$ cat src/rtl/acs_pkg.sv
// Notes on behaviour
// - Converter clock divides core clock by 8/4/16/32
// - Acquisition lasts 1 to 4 converter clocks
// - Conversion lasts exactly fifteen converter clocks
// - Start requests synchronised to converter clock first
// - Temperature channel forces divide-32, four acquisition cycles
// - Single shot runs once, self-clears after result
// - Repeat bit runs back-to-back conversions until cleared
// - Enabled external start begins on rising edge
// - Enabled timer overflow starts a conversion
// - Config A bit 6 selects external reference
// - Config B bit 6 enables fast capture
// - Serial send overlaps next conversion when fast
// - Fast capture sends channel then result, MSB first
// - Fast capture suspends port 3 and drives the serial port
// - Busy flag in config C bit 7
package acs_pkg;
    localparam int DATA_W = 12;
    localparam int CHAN_W = 4;
    localparam int WORD_W = DATA_W + CHAN_W;
    localparam int ADDR_W = 8;

    localparam logic [ADDR_W-1:0] OFS_CFG_A = 8'h00;
    localparam logic [ADDR_W-1:0] OFS_CFG_B = 8'h04;
    localparam logic [ADDR_W-1:0] OFS_CFG_C = 8'h08;
    localparam logic [ADDR_W-1:0] OFS_RESULT = 8'h0c;
    localparam logic [ADDR_W-1:0] OFS_TX = 8'h10;

    localparam int A_EXT_EN = 0;
    localparam int A_TMR_EN = 1;
    localparam int A_ACQ_LO = 2;
    localparam int A_DIV_LO = 4;
    localparam int A_EXT_REF = 6;
    localparam int B_CHAN_LO = 0;
    localparam int B_SINGLE = 4;
    localparam int B_REPEAT = 5;
    localparam int B_FAST = 6;
    localparam int C_BUSY = 7;

    localparam logic [7:0] CFG_A_RST = 8'h00;
    localparam logic [7:0] CFG_B_RST = 8'h00;

    localparam logic [3:0] CONV_CYCLES = 4'hf;
    localparam logic [CHAN_W-1:0] TEMP_CHAN = 4'h8;
    localparam logic [1:0] TEMP_ACQ = 2'h3;
    localparam logic [1:0] DIV_SEL_32 = 2'h3;
    localparam logic [5:0] DIV_RATIO_0 = 6'h08;
    localparam logic [5:0] DIV_RATIO_1 = 6'h04;
    localparam logic [5:0] DIV_RATIO_2 = 6'h10;
    localparam logic [5:0] DIV_RATIO_3 = 6'h20;

    localparam int CLK_MHZ = 20;
    localparam int EXT_START_MIN_NS = 100;
    localparam int EXT_START_MIN_CYC = (EXT_START_MIN_NS * CLK_MHZ + 999) / 1000;

    typedef enum logic [3:0] {
        ACS_IDLE = 4'h1,
        ACS_SYNC = 4'h2,
        ACS_ACQ = 4'h4,
        ACS_CONV = 4'h8
    } acs_state_t;

    typedef struct packed {
        logic [CHAN_W-1:0] chan;
        logic [DATA_W-1:0] data;
    } acs_sample_t;

    function automatic logic [5:0] acs_div_ratio(input logic [1:0] sel);
        case (sel)
            2'h0: acs_div_ratio = DIV_RATIO_0;
            2'h1: acs_div_ratio = DIV_RATIO_1;
            2'h2: acs_div_ratio = DIV_RATIO_2;
            default: acs_div_ratio = DIV_RATIO_3;
        endcase
    endfunction
endpackage

$ cat src/rtl/acs_clk_div.sv
`timescale 1ns/1ns
`default_nettype none
module acs_clk_div (
    input wire logic core_clk,
    input wire logic rst_n,
    input wire logic [1:0] div_sel,
    output logic tick
);
    import acs_pkg::*;

    typedef struct packed {
        logic [5:0] cnt;
        logic tick;
    } acs_div_st_t;

    acs_div_st_t s_r;
    acs_div_st_t s_nxt;
    logic [5:0] ratio;

    assign ratio = acs_div_ratio(div_sel);
    assign tick = s_r.tick;

    always_comb begin
        s_nxt = s_r;
        // Compare with >= so a smaller ratio chosen mid-count recovers at once
        if (s_r.cnt >= ratio - 6'h01) begin
            s_nxt.cnt = 6'h00;
            s_nxt.tick = 1'b1;
        end else begin
            s_nxt.cnt = s_r.cnt + 6'h01;
            s_nxt.tick = 1'b0;
        end
    end

    always_ff @(posedge core_clk or negedge rst_n) begin
        if (!rst_n) begin
            s_r <= '0;
        end else begin
            s_r <= s_nxt;
        end
    end
endmodule
`default_nettype wire

$ cat src/rtl/acs_capture_tx.sv
`timescale 1ns/1ns
`default_nettype none
module acs_capture_tx #(
    parameter int WORD = 16,
    parameter int HALF_DIV = 2
) (
    input wire logic core_clk,
    input wire logic rst_n,
    input wire logic load,
    input wire logic [WORD-1:0] word,
    output logic sclk,
    output logic mosi,
    output logic active
);
    typedef struct packed {
        logic [WORD-1:0] sh;
        logic [7:0] bits;
        logic [7:0] div;
        logic sclk;
        logic mosi;
        logic active;
    } acs_tx_st_t;

    acs_tx_st_t s_r;
    acs_tx_st_t s_nxt;

    assign sclk = s_r.sclk;
    assign mosi = s_r.mosi;
    assign active = s_r.active;

    always_comb begin
        s_nxt = s_r;
        // A new load restarts the shifter; finishing in time is up to software
        if (load) begin
            s_nxt.sh = word;
            s_nxt.mosi = word[WORD-1];
            s_nxt.bits = 8'(WORD);
            s_nxt.div = 8'h00;
            s_nxt.sclk = 1'b0;
            s_nxt.active = 1'b1;
        end else if (s_r.active) begin
            if (s_r.div == 8'(HALF_DIV - 1)) begin
                s_nxt.div = 8'h00;
                if (!s_r.sclk) begin
                    s_nxt.sclk = 1'b1;
                end else begin
                    s_nxt.sclk = 1'b0;
                    s_nxt.bits = s_r.bits - 8'h01;
                    if (s_r.bits == 8'h01) begin
                        s_nxt.active = 1'b0;
                        s_nxt.mosi = 1'b0;
                    end else begin
                        s_nxt.sh = {s_r.sh[WORD-2:0], 1'b0};
                        s_nxt.mosi = s_r.sh[WORD-2];
                    end
                end
            end else begin
                s_nxt.div = s_r.div + 8'h01;
            end
        end
    end

    always_ff @(posedge core_clk or negedge rst_n) begin
        if (!rst_n) begin
            s_r <= '0;
        end else begin
            s_r <= s_nxt;
        end
    end
endmodule
`default_nettype wire

$ cat src/rtl/acs_sequencer.sv
`timescale 1ns/1ns
`default_nettype none
module acs_sequencer #(
    parameter int SER_HALF_DIV = 2
) (
    input wire logic core_clk,
    input wire logic rst_n,
    input wire logic [acs_pkg::ADDR_W-1:0] avs_address,
    input wire logic avs_read,
    input wire logic avs_write,
    input wire logic [31:0] avs_writedata,
    input wire logic [3:0] avs_byteenable,
    output logic [31:0] avs_readdata,
    output logic avs_waitrequest,
    input wire logic ext_start_n,
    input wire logic timer_ovf,
    input wire logic [acs_pkg::DATA_W-1:0] sar_result,
    output logic [acs_pkg::CHAN_W-1:0] chan_sel,
    output logic track,
    output logic hold_convert,
    output logic conv_tick,
    output logic ext_ref_sel,
    output logic busy,
    output logic port3_suspend,
    output logic ser_sclk,
    output logic ser_mosi,
    output logic ser_active
);
    import acs_pkg::*;

    typedef struct packed {
        logic [7:0] cfg_a;
        logic [7:0] cfg_b;
        acs_sample_t result;
        acs_sample_t tx_word;
        acs_state_t state;
        logic [3:0] cnt;
        logic pend;
        logic ext_prev;
        logic done;
        logic load;
        logic busy;
        logic track;
        logic hold;
        logic waitreq;
        logic [31:0] rdata;
    } acs_seq_st_t;

    acs_seq_st_t s_r;
    acs_seq_st_t s_nxt;
    logic tick;
    logic is_temp;
    logic [1:0] div_eff;
    logic [1:0] acq_eff;
    logic wr_ok;
    logic ext_rise;

    // Temperature channel overrides both timing fields
    assign is_temp = s_r.cfg_b[B_CHAN_LO +: CHAN_W] == TEMP_CHAN;
    assign div_eff = is_temp ? DIV_SEL_32 : s_r.cfg_a[A_DIV_LO +: 2];
    assign acq_eff = is_temp ? TEMP_ACQ : s_r.cfg_a[A_ACQ_LO +: 2];
    assign wr_ok = avs_write && !s_r.waitreq && avs_byteenable[0];
    assign ext_rise = s_r.cfg_a[A_EXT_EN] && !s_r.ext_prev && ext_start_n;

    acs_clk_div u_div (
        .core_clk(core_clk),
        .rst_n(rst_n),
        .div_sel(div_eff),
        .tick(tick)
    );

    acs_capture_tx #(
        .WORD(WORD_W),
        .HALF_DIV(SER_HALF_DIV)
    ) u_tx (
        .core_clk(core_clk),
        .rst_n(rst_n),
        .load(s_r.load),
        .word(s_r.tx_word),
        .sclk(ser_sclk),
        .mosi(ser_mosi),
        .active(ser_active)
    );

    always_comb begin
        s_nxt = s_r;
        s_nxt.ext_prev = ext_start_n;
        s_nxt.done = 1'b0;
        s_nxt.load = 1'b0;

        case (s_r.state)
            ACS_IDLE: begin
                if (s_r.cfg_b[B_SINGLE] || s_r.cfg_b[B_REPEAT] || s_r.pend) begin
                    s_nxt.state = ACS_SYNC;
                    s_nxt.pend = 1'b0;
                end
            end
            ACS_SYNC: begin
                if (tick) begin
                    s_nxt.state = ACS_ACQ;
                    s_nxt.cnt = 4'h0;
                end
            end
            ACS_ACQ: begin
                if (tick) begin
                    if (s_r.cnt == {2'b00, acq_eff}) begin
                        s_nxt.state = ACS_CONV;
                        s_nxt.cnt = 4'h0;
                    end else begin
                        s_nxt.cnt = s_r.cnt + 4'h1;
                    end
                end
            end
            ACS_CONV: begin
                if (tick) begin
                    if (s_r.cnt == CONV_CYCLES - 4'h1) begin
                        s_nxt.done = 1'b1;
                        s_nxt.result.chan = s_r.cfg_b[B_CHAN_LO +: CHAN_W];
                        s_nxt.result.data = sar_result;
                        s_nxt.cfg_b[B_SINGLE] = 1'b0;
                        if (s_r.cfg_b[B_FAST]) begin
                            s_nxt.tx_word.chan = s_r.cfg_b[B_CHAN_LO +: CHAN_W];
                            s_nxt.tx_word.data = sar_result;
                            s_nxt.load = 1'b1;
                        end
                        // Back to back: skip resync while repeating
                        if (s_r.cfg_b[B_REPEAT]) begin
                            s_nxt.state = ACS_ACQ;
                        end else begin
                            s_nxt.state = ACS_IDLE;
                        end
                        s_nxt.cnt = 4'h0;
                    end else begin
                        s_nxt.cnt = s_r.cnt + 4'h1;
                    end
                end
            end
            default: begin
                s_nxt.state = ACS_IDLE;
            end
        endcase

        // Pending start set after the case, so a trigger in the start cycle is kept
        if (ext_rise || (s_r.cfg_a[A_TMR_EN] && timer_ovf)) begin
            s_nxt.pend = 1'b1;
        end

        s_nxt.busy = s_nxt.state != ACS_IDLE;
        s_nxt.track = s_nxt.state == ACS_ACQ;
        s_nxt.hold = s_nxt.state == ACS_CONV;

        // One wait cycle per access; write commits when waitrequest is low
        s_nxt.waitreq = 1'b1;
        if ((avs_read || avs_write) && s_r.waitreq) begin
            s_nxt.waitreq = 1'b0;
            s_nxt.rdata = 32'h0;
            case (avs_address)
                OFS_CFG_A: s_nxt.rdata[7:0] = s_r.cfg_a;
                OFS_CFG_B: s_nxt.rdata[7:0] = s_r.cfg_b;
                OFS_CFG_C: s_nxt.rdata[C_BUSY] = s_r.busy;
                OFS_RESULT: s_nxt.rdata[WORD_W-1:0] = s_r.result;
                OFS_TX: s_nxt.rdata[WORD_W-1:0] = s_r.tx_word;
                default: s_nxt.rdata = 32'h0;
            endcase
        end
        // Software write wins over the hardware self-clear in the same cycle
        if (wr_ok) begin
            case (avs_address)
                OFS_CFG_A: s_nxt.cfg_a = avs_writedata[7:0];
                OFS_CFG_B: s_nxt.cfg_b = avs_writedata[7:0];
                default: s_nxt.cfg_a = s_nxt.cfg_a;
            endcase
        end
    end

    always_ff @(posedge core_clk or negedge rst_n) begin
        if (!rst_n) begin
            s_r <= '0;
            s_r.cfg_a <= CFG_A_RST;
            s_r.cfg_b <= CFG_B_RST;
            s_r.state <= ACS_IDLE;
            s_r.ext_prev <= 1'b1;
            s_r.waitreq <= 1'b1;
        end else begin
            s_r <= s_nxt;
        end
    end

    assign avs_readdata = s_r.rdata;
    assign avs_waitrequest = s_r.waitreq;
    assign chan_sel = s_r.cfg_b[B_CHAN_LO +: CHAN_W];
    assign track = s_r.track;
    assign hold_convert = s_r.hold;
    assign conv_tick = tick;
    assign ext_ref_sel = s_r.cfg_a[A_EXT_REF];
    assign busy = s_r.busy;
    assign port3_suspend = s_r.cfg_b[B_FAST];

    a_busy_state: assert property (@(posedge core_clk) disable iff (!rst_n)
        busy == (s_r.state != ACS_IDLE)) else $error("busy flag disagrees with state");

    a_single_clear: assert property (@(posedge core_clk) disable iff (!rst_n)
        s_r.done && !$past(wr_ok) |-> !s_r.cfg_b[B_SINGLE]) else $error("single shot not cleared");

    a_conv_length: assert property (@(posedge core_clk) disable iff (!rst_n)
        s_r.state == ACS_CONV && tick && s_r.cnt == CONV_CYCLES - 4'h1 |=> s_r.done) else $error("conversion length wrong");

    a_acq_bound: assert property (@(posedge core_clk) disable iff (!rst_n)
        s_r.state == ACS_ACQ |-> s_r.cnt <= {2'b00, acq_eff}) else $error("acquisition overran");

    a_temp_force: assert property (@(posedge core_clk) disable iff (!rst_n)
        is_temp |-> div_eff == 2'h3 && acq_eff == 2'h3) else $error("temperature timing not forced");

    a_ext_trigger: assert property (@(posedge core_clk) disable iff (!rst_n)
        ext_rise |=> s_r.pend || s_r.state != ACS_IDLE) else $error("external start lost");

    a_timer_trigger: assert property (@(posedge core_clk) disable iff (!rst_n)
        s_r.cfg_a[A_TMR_EN] && timer_ovf && s_r.state == ACS_IDLE |=> ##[0:1] s_r.state == ACS_SYNC)
        else $error("timer start lost");

    a_fast_load: assert property (@(posedge core_clk) disable iff (!rst_n)
        s_r.done && $past(s_r.cfg_b[B_FAST]) |-> s_r.load ##1 ser_active) else $error("fast capture not sent");

    a_sync_bound: assert property (@(posedge core_clk) disable iff (!rst_n)
        $rose(s_r.state == ACS_SYNC) |-> ##[1:33] s_r.state == ACS_ACQ) else $error("sync too long");

    a_wait_pulse: assert property (@(posedge core_clk) disable iff (!rst_n)
        !avs_waitrequest |=> avs_waitrequest) else $error("waitrequest low too long");

    a_bus_answer: assert property (@(posedge core_clk) disable iff (!rst_n)
        (avs_read || avs_write) && avs_waitrequest |=> !avs_waitrequest)
        else $error("bus request not answered");

    a_read_upper: assert property (@(posedge core_clk) disable iff (!rst_n)
        !avs_waitrequest |-> avs_readdata[31:WORD_W] == '0)
        else $error("read data upper bits not zero");

    a_tick_space: assert property (@(posedge core_clk) disable iff (!rst_n)
        conv_tick |=> !conv_tick [*3])
        else $error("converter clock pulses too close");

    a_track_busy: assert property (@(posedge core_clk) disable iff (!rst_n)
        track || hold_convert |-> busy)
        else $error("busy low during conversion");

    a_track_hold: assert property (@(posedge core_clk) disable iff (!rst_n)
        !(track && hold_convert))
        else $error("track and hold together");

    a_idle_quiet: assert property (@(posedge core_clk) disable iff (!rst_n)
        s_r.state == ACS_IDLE |-> !track && !hold_convert && !busy)
        else $error("idle sequencer not quiet");

    a_start_sw: assert property (@(posedge core_clk) disable iff (!rst_n)
        s_r.state == ACS_IDLE && (s_r.cfg_b[B_SINGLE] || s_r.cfg_b[B_REPEAT]) |=> s_r.state == ACS_SYNC)
        else $error("software start not taken");

    a_acq_entry: assert property (@(posedge core_clk) disable iff (!rst_n)
        s_r.state == ACS_SYNC && tick |=> track)
        else $error("acquisition not begun on converter clock");

    a_sync_wait: assert property (@(posedge core_clk) disable iff (!rst_n)
        s_r.state == ACS_SYNC && !tick |=> s_r.state == ACS_SYNC)
        else $error("sync left without converter clock");

    a_result_data: assert property (@(posedge core_clk) disable iff (!rst_n)
        s_r.done |-> s_r.result.data == $past(sar_result))
        else $error("result data not captured");

    a_result_chan: assert property (@(posedge core_clk) disable iff (!rst_n)
        s_r.done |-> s_r.result.chan == $past(chan_sel))
        else $error("result channel not captured");

    a_repeat_on: assert property (@(posedge core_clk) disable iff (!rst_n)
        s_r.done && $past(s_r.cfg_b[B_REPEAT]) |-> track)
        else $error("repeat did not continue");

    a_repeat_off: assert property (@(posedge core_clk) disable iff (!rst_n)
        s_r.done && !$past(s_r.cfg_b[B_REPEAT]) |-> !busy)
        else $error("conversion ran on without repeat");

    a_load_fast: assert property (@(posedge core_clk) disable iff (!rst_n)
        s_r.load |-> $past(s_r.cfg_b[B_FAST]))
        else $error("capture load without fast mode");

    a_tx_word: assert property (@(posedge core_clk) disable iff (!rst_n)
        s_r.load |-> s_r.tx_word == s_r.result)
        else $error("serial word differs from result");

    a_tx_first: assert property (@(posedge core_clk) disable iff (!rst_n)
        s_r.load |=> ser_active && ser_mosi == $past(s_r.tx_word.chan[CHAN_W-1]))
        else $error("first serial bit not channel msb");

    a_tx_hold: assert property (@(posedge core_clk) disable iff (!rst_n)
        s_r.load |=> ser_active [*8])
        else $error("serial frame ended early");

    a_sclk_idle: assert property (@(posedge core_clk) disable iff (!rst_n)
        !ser_active |-> !ser_sclk)
        else $error("serial clock runs outside frame");

    a_wr_commit: assert property (@(posedge core_clk) disable iff (!rst_n)
        $past(wr_ok && avs_address == OFS_CFG_B) |-> s_r.cfg_b == $past(avs_writedata[7:0]))
        else $error("config B write lost");
endmodule
`default_nettype wire

$ cat config.mk
export PLATFORM = sky130hd
export DESIGN_NAME = acs_sequencer
export DESIGN_NICKNAME = d
export VERILOG_FILES = /design/src/rtl/acs_pkg.sv /design/src/rtl/acs_clk_div.sv /design/src/rtl/acs_capture_tx.sv /design/src/rtl/acs_sequencer.sv
export SDC_FILE = /design/constraint.sdc
export NUM_CORES = 1
export LEC_CHECK = 0
export BUFFER_PORTS_ARGS = -buffer_cell sky130_fd_sc_hd__buf_2
export CAP_MARGIN = 20
export CORE_ASPECT_RATIO = 1.25
export CORE_MARGIN = 3
export CORE_UTILIZATION = 51
export DETAILED_ROUTE_END_ITERATION = 8
export HOLD_SLACK_MARGIN = 0.15
export PLACE_DENSITY_LB_ADDON = 0.08
export REMOVE_ABC_BUFFERS = 1
export SYNTH_ARGS = -nofsm -noshare
export SYNTH_HDL_FRONTEND = slang
export SYNTH_SLANG_ARGS = --single-unit
$ cat constraint.sdc
create_clock -name core_clk -period 2.64 [get_ports core_clk]
set_clock_uncertainty 0.2 [all_clocks]
set_input_delay 0.132 -clock core_clk [delete_from_list [all_inputs] [get_ports core_clk]]
set_output_delay 0.132 -clock core_clk [all_outputs]
set_load 0.005 [all_outputs]
==> results of run 1 <==
-- registers in the layout, summed over array words and instances (netlist names) --
signal	cells
port3_suspend	1
u_tx.sclk	1
hold_convert	1
track	1
avs_waitrequest	1
busy	1
u_tx.mosi	1
u_div.tick	1
ext_ref_sel	1
chan_sel	4
avs_readdata	16
s_r	53
u_div.s_r	6
u_tx.active	1
u_tx.s_r	31
-- cell usage in the layout, fill, tap and decap left out, types with 4 or more instances in the layout --
master	Yosys	layout
clkinv_2	0	4
ha_1	11	11
a22oi_1	16	16
xor2_1	7	7
clkbuf_16	0	17
nand2_1	36	36
o311ai_0	14	14
mux2_2	48	48
mux2_4	10	10
dfrtp_1	117	117
and3_1	5	5
a21oi_1	15	15
xnor2_1	4	4
nor3_1	7	7
nor2_1	28	28
conb_1	2	17
inv_1	29	29
and2_1	4	4
nor2b_1	6	6
clkbuf_8	0	8
nand4_1	16	16
mux2i_1	4	4
nand3_1	14	14
dlygate4sd3_1	0	32
o21ai_0	15	15
a22o_1	11	11
buf_4	36	22
o2bb2ai_1	7	7
buf_2	6	63
nor4b_1	5	4
-- what timing repair did --
| action | 4_1_cts | 5_1_grt |
|---|---|---|
| endpoints found under the setup margin | 0 | 1 |
| hold buffers | 34 | 0 |
| resized for setup | 0 | 1 |
| endpoints found under the hold margin | 172 | 0 |
-- cells in the mapped netlist, drive strengths merged, types with 3 or more instances --
master,instances
dfrtp,117
mux2,58
buf,46
nand2,37
inv,29
nor2,29
o21ai,17
a22oi,16
clkbuf,16
nand4,16
a21oi,15
nand3,14
o311ai,14
a22o,11
ha,11
nor3,7
o2bb2ai,7
xor2,7
nor2b,6
and3,5
nor4b,5
and2,4
mux2i,4
o41ai,4
or4b,4
xnor2,4
a21o,3
a32oi,3
dfstp,3
nor4,3
o31ai,3
-- logic make-up after synthesis --
| kind of cell | count (synthesis) | share of synthesized area |
|---|---|---|
| XOR/XNOR | 11 | 0.0160 |
| AND/OR/NAND/NOR | 141 | 0.124 |
| buffers and inverters | 91 | 0.0841 |
| adder cells (fa/ha/maj) | 11 | 0.0228 |
| AO/OA/AOI/OAI | 105 | 0.127 |
| other | 2 | 0.00125 |
| flip-flops | 120 | 0.499 |
| multiplexers | 63 | 0.125 |
-- per-stage QoR --
stage	worst slack [ps]	instance area [um2]	total power (uW)
3_5_place_dp	148	6380	2280
3_3_place_gp	133	6370	2270
6_report	117	7390	4760
2_1_floorplan	-104	5680	2130
4_1_cts	76.5	7380	4800
5_1_grt	1.60	7390	4950
-- worst min-delay path by stage --
stage	to	depth (start not counted)	slack, ps
finish	s_r[38]	2	190
global route	s_r[38]	2	190
CTS	s_r[38]	2	160
detailed placement	u_tx.s_r[31]	1	-50
global placement	u_tx.s_r[29]	1	-50
floorplan	avs_readdata[0]	0	-360
-- power groups by stage --
stage	Clock (uW)	Combinational [uW]	Sequential, uW
finish	2470	344	1950
global route	2600	393	1960
CTS	2510	339	1950
detailed placement	0	297	1980
global placement	0	290	1980
floorplan	0	146	1980
-- routing by layer --
metal / vias to the layer above / share of wire
li1: 2120 / -
met1: 2216 / 0.40
met2: 87 / 0.54
met3: 29 / 0.034
met4: 0 / 0.025
met5: - / 0
-- cell type report --
class,instances,share of cell area
flip-flops and latches,120,0.407
multi-input cells,348,0.349
repair buffers,122,0.119
clock buffers,25,0.0724
well taps,135,0.0228
clock inverters,7,0.0149
inverters,29,0.0147
==> out/qor.csv, run 1 <==
metric,value,unit
flop2flop setup slack,140,ps
RR Startpoint,s_r[45],
vias in the first global route,4513,
Top Ports,108,
DIE WIDTH,103,um
area of the mapped netlist,0.00602,mm2
Pre-Repair DR Iteration Count,5,
fin nets,711,
Antenna Cells,0,
worst reg2reg path endpoint,s_r[48],
critical path depth,6,
RSZ-0062 raised after global routing,no,
critical path's top delay family,simple AND/OR/NAND/NOR gates,
Inserted Clock Buffers,17,
ANT nets after route,0,
pin count of the biggest net entering global routing,47,
met1 GRT Util,0.262,
die height,128,um
final hold violation count,0,
Final Hold Slack,194,ps
CTS max path bufs,2,
Comb pwr share,0.072,
Netlist cell types,59,
register area,0.00301,mm2
final WL,13800,um
Clock power frac,0.518,
fillers,904,
Initial DRC Count,247,
area occupied by multi-input gates,0.00258,mm2
sequential element share of the synthesized area,0.499,
Area Overhead vs Synth,22.8,%
All-Layer GR Usage,0.223,
reg2reg path depth,4,
crit-path cells,dlygate4sd3_1 > buf_2 > or4_4 > or3_1 > or4b_4 > mux2_4,
Core Region,0.0113,mm2
P_sw,1030,uW
hold_sp,ext_start_n,
max_cap viols,0,
worst hold path type,in2reg,
Critical Path Start,avs_address[7],
clock-pin slew on the worst setup and hold paths,50,ps
CP Capture Type,flop,
VDD IR max,0.604,mV
Critical Path RT,2730,ps
share of post-route cells with drive strength above 1,0.304,
CP bufs+invs,2,
startpoint types,input port,
Root Driver,clkbuf_16,
Lkg Pwr,0.00356,uW
YS warnings,0,
final-report max-slew violation count,0,
"critical path fanouts, max",8,
switching share of power,0.215,
max incr delay on CP,660,ps
Routability Congestion,0.833,
P per Cell Area,644,mW/mm2
die area,0.0132,mm2
met3 GRT Util,0.0502,
Max Clk Rate,396,MHz
worst path arrival time,2610,ps
routed length per instance,17.6,um
share of the synthesized area in the top cell type,0.486,
Post-synth ARST share,1.00,
kind of critical path,in2reg,
H-Tree Depth,4,
Yosys top cell by area,dfrtp_1,
# clock sinks,120,
CP max stage cell,or4b_4,
"Setup violations, final",0,
grt peak-use layer,met2,
measured slew at the worst slew-check pin,516,ps
clk_lat worst skew,410,ps
post-layout util,0.654,
"top cells by area, synth","dfrtp_1 (49%), mux2_2 (9.0%), buf_4 (4.5%)",
antenna violations before repair,0,
normalized max-slew margin,0.651,
Reg power frac,0.410,
setup TNS,0,ps
postcts setup bufs,0,
Main synth FF type,dfrtp_1,
Period minus WS final,2520,ps
Int Pwr,3740,uW
global-route wire length before repair,22500,um
Final period util,0.956,
Post-synth EDFFs,0,
standard-cell rows,43,
Initial Utilization,0.533,
grt total ovfl,0,
Vias per Instance,5.66,
placed cells,719,
total number of vias,4452,
Worst setup endpoint,chan_sel[1],
post-synthesis register bit count,120,
gate count of the mapped netlist,544,
met2 usage,0.386,
I/O Buffers,64,
status,"finished, final reports clean",
fin cells,786,
CTS tree,yes,
remaining design rule violation count,0,
"Avg Cell Area, Syn",11.1,um2
HPWL Detailed,9140,um
Note: power is estimated with default switching activity, not from simulation.
==> run 2, diff against run 1 <==
- PLACE_DENSITY: unset -> 0.76
- PLACE_DENSITY_LB_ADDON: 0.08 -> unset
- SKIP_CTS_REPAIR_TIMING: unset -> 1
==> out/qor.csv, run 2 (synthesized netlist as in run 1, its figures left out) <==
metric,value,unit,change
Final period util,1.01,,+0.0523
measured slew at the worst slew-check pin,664,ps,+148 ps
Pwr Total,4370,uW,-8.2%
# clock sinks,120,,unchanged
standard-cell rows,43,,unchanged
Reg power frac,0.447,,+0.037
DIE WIDTH,103,um,unchanged
ANT nets after route,0,,unchanged
Pre-Repair DR Iteration Count,5,,unchanged
crit-path cells,dlygate4sd3_1 > buf_2 > or4_4 > or3_1 > or4b_4 > mux2_4,,
CP Capture Type,flop,,
failing checks,negative setup slack,,
vias in the first global route,4362,,-3.3%
pin count of the biggest net entering global routing,56,,+19%
"Worst Setup Slack, final",-20.6,ps,-138 ps
Antenna Cells,0,,unchanged
VDD IR max,0.310,mV,-49%
final-report max-slew violation count,0,,unchanged
Clock power frac,0.475,,-0.043
grt total ovfl,0,,unchanged
critical path's top delay family,simple AND/OR/NAND/NOR gates,,
global-route wire length before repair,21100,um,-6.1%
Initial Utilization,0.533,,unchanged
I/O Buffers,64,,unchanged
kind of critical path,in2reg,,
Max Clk Rate,376,MHz,-5.2%
Int Pwr,3340,uW,-11%
Lkg Pwr,0.00349,uW,-2.0%
Inserted Clock Buffers,17,,unchanged
flop2flop setup slack,50,ps,-90 ps
Period minus WS final,2660,ps,+138 ps
CP bufs+invs,2,,unchanged
startpoint types,input port,,
All-Layer GR Usage,0.207,,-0.0163
switching share of power,0.237,,+0.0219
final hold violation count,0,,unchanged
post-place instance area,0.00639,mm2,+0.20%
CP max stage cell,or4b_4,,
Root Driver,clkbuf_16,,
Core Region,0.0113,mm2,unchanged
clk_lat worst skew,420,ps,about the same
worst path arrival time,2760,ps,+150 ps
max reg flops,53,,unchanged
normalized max-slew margin,0.557,,-0.0939
remaining design rule violation count,0,,unchanged
max incr delay on CP,650,ps,about the same
setup TNS,-129,ps,-129 ps
Vias per Instance,5.89,,+4.0%
routed length per instance,17.6,um,+0.20%
most frequent cells in the layout,"dfrtp_1 (117), buf_2 (63), mux2_2 (48), nand2_1 (36)",,
Initial DRC Count,291,,+18%
die height,128,um,unchanged
HPWL Detailed,9140,um,about the same
Area Overhead vs Synth,20.2,%,
fin cells,781,,-0.64%
P_sw,1040,uW,+1.1%
Comb pwr share,0.078,,+0.006
H-Tree Depth,4,,unchanged
P per Cell Area,604,mW/mm2,-6.2%
total number of vias,4602,,+3.4%
design area,0.00724,mm2,-2.1%
placed cells,719,,unchanged
"critical path fanouts, max",8,,unchanged
Critical Path RT,2740,ps,about the same
post-layout util,0.641,,-0.0137
"Setup violations, final",8,,+8
Top Ports,108,,unchanged
"Most flops, register",s_r,,
final WL,13800,um,-0.44%
clock-pin slew on the worst setup and hold paths,50,ps,about the same
worst hold path type,in2async,,
CTS tree,yes,,
die area,0.0132,mm2,unchanged
"most common cell after layout, fill and taps aside",dfrtp_1,,
status,finished with violations,,
share of post-route cells with drive strength above 1,0.299,,-0.00539
fin nets,707,,-0.56%
max_cap viols,0,,unchanged
antenna violations before repair,0,,unchanged
CTS max path bufs,2,,unchanged
Routability Congestion,0.877,,+5.3%
==> run 2: metal layers <==
| layer | global-route usage | up-vias | part of all wire | routed length (um) |
|---|---|---|---|---|
| met4 | 0.0755 | 0 | 0.020 | 282 |
| met3 | 0.0573 | 29 | 0.042 | 580 |
| met5 | 0 | - | 0 | 0 |
| met1 | 0.250 | 2332 | 0.41 | 5640 |
| met2 | 0.350 | 136 | 0.53 | 7250 |
| li1 | - | 2105 | - | - |
==> run 2: path summary, 6_finish.rpt <==
kind,depth (start not counted),start,end
min in group core_clk,4,avs_byteenable[0],s_r[90]
min,2,rst_n,u_tx.s_r[5]
max reg2reg,5,avs_waitrequest,avs_readdata[7]
max in group asynchronous,3,rst_n,u_tx.s_r[8]
max,6,avs_address[0],s_r[87]
min reg2reg,1,u_div.s_r[1],u_div.s_r[1]
==> run 2: power by group through the flow <==
stage | Combinational (uW) | Sequential (uW) | Clock [uW]
2_1_floorplan | 146 | 1980 | 0
3_3_place_gp | 285 | 1980 | 0
3_5_place_dp | 295 | 1980 | 0
4_1_cts | 298 | 1950 | 2110
5_1_grt | 381 | 1960 | 2200
6_report | 339 | 1960 | 2080
==> run 2: cell type report <==
cell class	count	area, um2
clock buffer	23	488
clock inverter	8	47.5
fill	861	4060
inverter	29	109
multi-input combinational	348	2580
sequential	120	3010
tap	135	169
timing repair buffer	118	843
==> run 2: worst register-to-register path, delay by kind of cell (launching register included) <==
kind	cells	cell delay, ps
AO/OA/AOI/OAI	2	380
buffers and inverters	3	1400
flip-flops	1	560
==> run 2: stage by stage <==
stage	setup slack (ps)	hold WS, ps
5_1_grt	-50.7	138
2_1_floorplan	-104	-364
3_5_place_dp	151	1.47
3_3_place_gp	176	-12.2
6_report	-20.6	91.6
4_1_cts	169	-438
==> run 3, diff against run 2 <==
- CORE_UTILIZATION: 51 -> 55
- PLACE_DENSITY: 0.76 -> 0.78
- SETUP_SLACK_MARGIN: unset -> 0.1
- clock period: 2.64 -> 2.6 ns (I/O delays scaled with it)
==> out/qor.csv, run 3 (synthesized netlist as in run 1, its figures left out) <==
metric,value,unit,change
I/O Buffers,64,,unchanged
Final Hold Slack,180,ps,+88.5 ps
post-place instance area,0.00638,mm2,-0.14%
WL met1,5730,um,+1.5%
Lkg Pwr,0.00355,uW,+1.7%
standard-cell rows,42,,-2.3%
clock-pin slew on the worst setup and hold paths,50,ps,about the same
Initial Utilization,0.565,,+0.0315
# clock sinks,120,,unchanged
wire length on met2,7600,um,+4.7%
normalized max-slew margin,0.273,,-0.285
startpoint types,flop,,
Antenna Cells,0,,unchanged
VDD IR max,0.443,mV,+43%
Core Region,0.0107,mm2,-5.6%
Area Overhead vs Synth,21.8,%,
final WL,14500,um,+5.7%
final hold violation count,0,,unchanged
"Most flops, register",s_r,,
CP Capture Type,flop,,
grt total ovfl,0,,unchanged
worst path arrival time,2440,ps,-320 ps
remaining design rule violation count,0,,unchanged
Final period util,0.902,,
ANT nets after route,0,,unchanged
RSZ-0062 raised after global routing,no,,
Routability Congestion,0.908,,+3.6%
placed cells,717,,-0.28%
crit-path cells,or4b_2 > nor2_2 > buf_12 > mux2_2,,
Initial DRC Count,345,,+19%
kind of critical path,reg2reg,,
die height,123,um,-3.5%
CTS max path bufs,2,,unchanged
"critical path fanouts, max",18,,+10
Top Ports,108,,unchanged
DIE WIDTH,99.6,um,-3.5%
met3 wire length,679,um,+17%
max reg flops,53,,unchanged
Root Driver,clkbuf_16,,
Pwr Total,4850,uW,+11%
fin cells,778,,-0.38%
CTS tree,yes,,
status,"finished, final reports clean",,
Inserted Clock Buffers,17,,unchanged
measured slew at the worst slew-check pin,1090,ps,+427 ps
HPWL Detailed,9120,um,-0.13%
design area,0.00733,mm2,+1.3%
fillers,745,,-13%
share of post-route cells with drive strength above 1,0.307,,+0.00774
fin nets,706,,-0.14%
"most common cell after layout, fill and taps aside",dfrtp_1,,
H-Tree Depth,4,,unchanged
critical path's top delay family,simple AND/OR/NAND/NOR gates,,
max_cap viols,0,,unchanged
Critical Path RT,2690,ps,-50 ps
global-route wire length before repair,22500,um,+6.5%
most frequent cells in the layout,"dfrtp_1 (117), buf_2 (63), mux2_2 (48), nand2_1 (36), inv_1 (29)",,
area occupied by multi-input gates,0.00260,mm2,+0.87%
max incr delay on CP,680,ps,+30 ps
Vias per Instance,5.97,,+1.4%
vias in the first global route,4567,,+4.7%
Pre-Repair DR Iteration Count,5,,unchanged
final-report max-slew violation count,0,,unchanged
uppermost layer routed,met4,,
routed length per instance,18.7,um,+6.1%
Period minus WS final,2350,ps,
post-layout util,0.688,,+0.0468
Max Clk Rate,426,MHz,
register area,0.00301,mm2,unchanged
worst hold path type,in2reg,,
All-Layer GR Usage,0.236,,+0.0290
die area,0.0123,mm2,-6.9%
CP max stage cell,or4b_2,,
"Setup violations, final",0,,-8
clk_lat worst skew,410,ps,about the same
pin count of the biggest net entering global routing,47,,-16%
total number of vias,4647,,+0.98%
antenna violations before repair,0,,unchanged
CP bufs+invs,1,,-1
P per Cell Area,662,mW/mm2,+9.5%
-- run 3: cell count changes in the layout (fill, tap and decap cells not counted), sizes merged --
| cell | delta |
|---|---|
| bufinv | +4 |
| clkbuf | +1 |
| clkinv | -4 |
| dlygate4sd3 | -1 |
-- run 3: final timing paths --
kind	endpoint	depth (start not counted)	from	slack, ps
max reg2reg	s_r[69]	4	s_r[47]	250
min	avs_readdata[5]	5	avs_address[5]	180
max in group asynchronous	avs_waitrequest	4	rst_n	870
min in group asynchronous	s_r[58]	3	rst_n	610
max	s_r[69]	4	s_r[47]	250
min reg2reg	u_div.s_r[1]	1	u_div.s_r[1]	260
-- run 3: through the flow --
stage	setup TNS, ps	worst slack (ps)
floorplan	-2620	-144
global placement	0	137
detailed placement	0	99.8
CTS	-1.21	-1.21
global route	0	84.2
finish	0	254
-- run 3: worst register-to-register path: stages, from the launching register on --
cell	delay (ps)
dfrtp_1	500
or4b_2	690
nor2_2	260
buf_12	210
mux2_2	370
-- run 3: report_power, final --
group | switching [uW] | internal (uW)
sequential | 55.5 | 1930
clock | 792 | 1720
combinational | 199 | 151
-- run 3: area by class of cell --
cell class	count	area share
tap	132	0.0225
multi-input combinational	348	0.354
sequential	120	0.410
clock inverter	8	0.0191
timing repair buffer	117	0.111
inverter	29	0.0148
clock buffer	24	0.0684
-- run 3: metal layers --
layer | GRT usage | up-vias
met2 | 0.395 | 158
met4 | 0.117 | 0
li1 | - | 2104
met5 | 0 | -
met3 | 0.0632 | 55
met1 | 0.282 | 2330
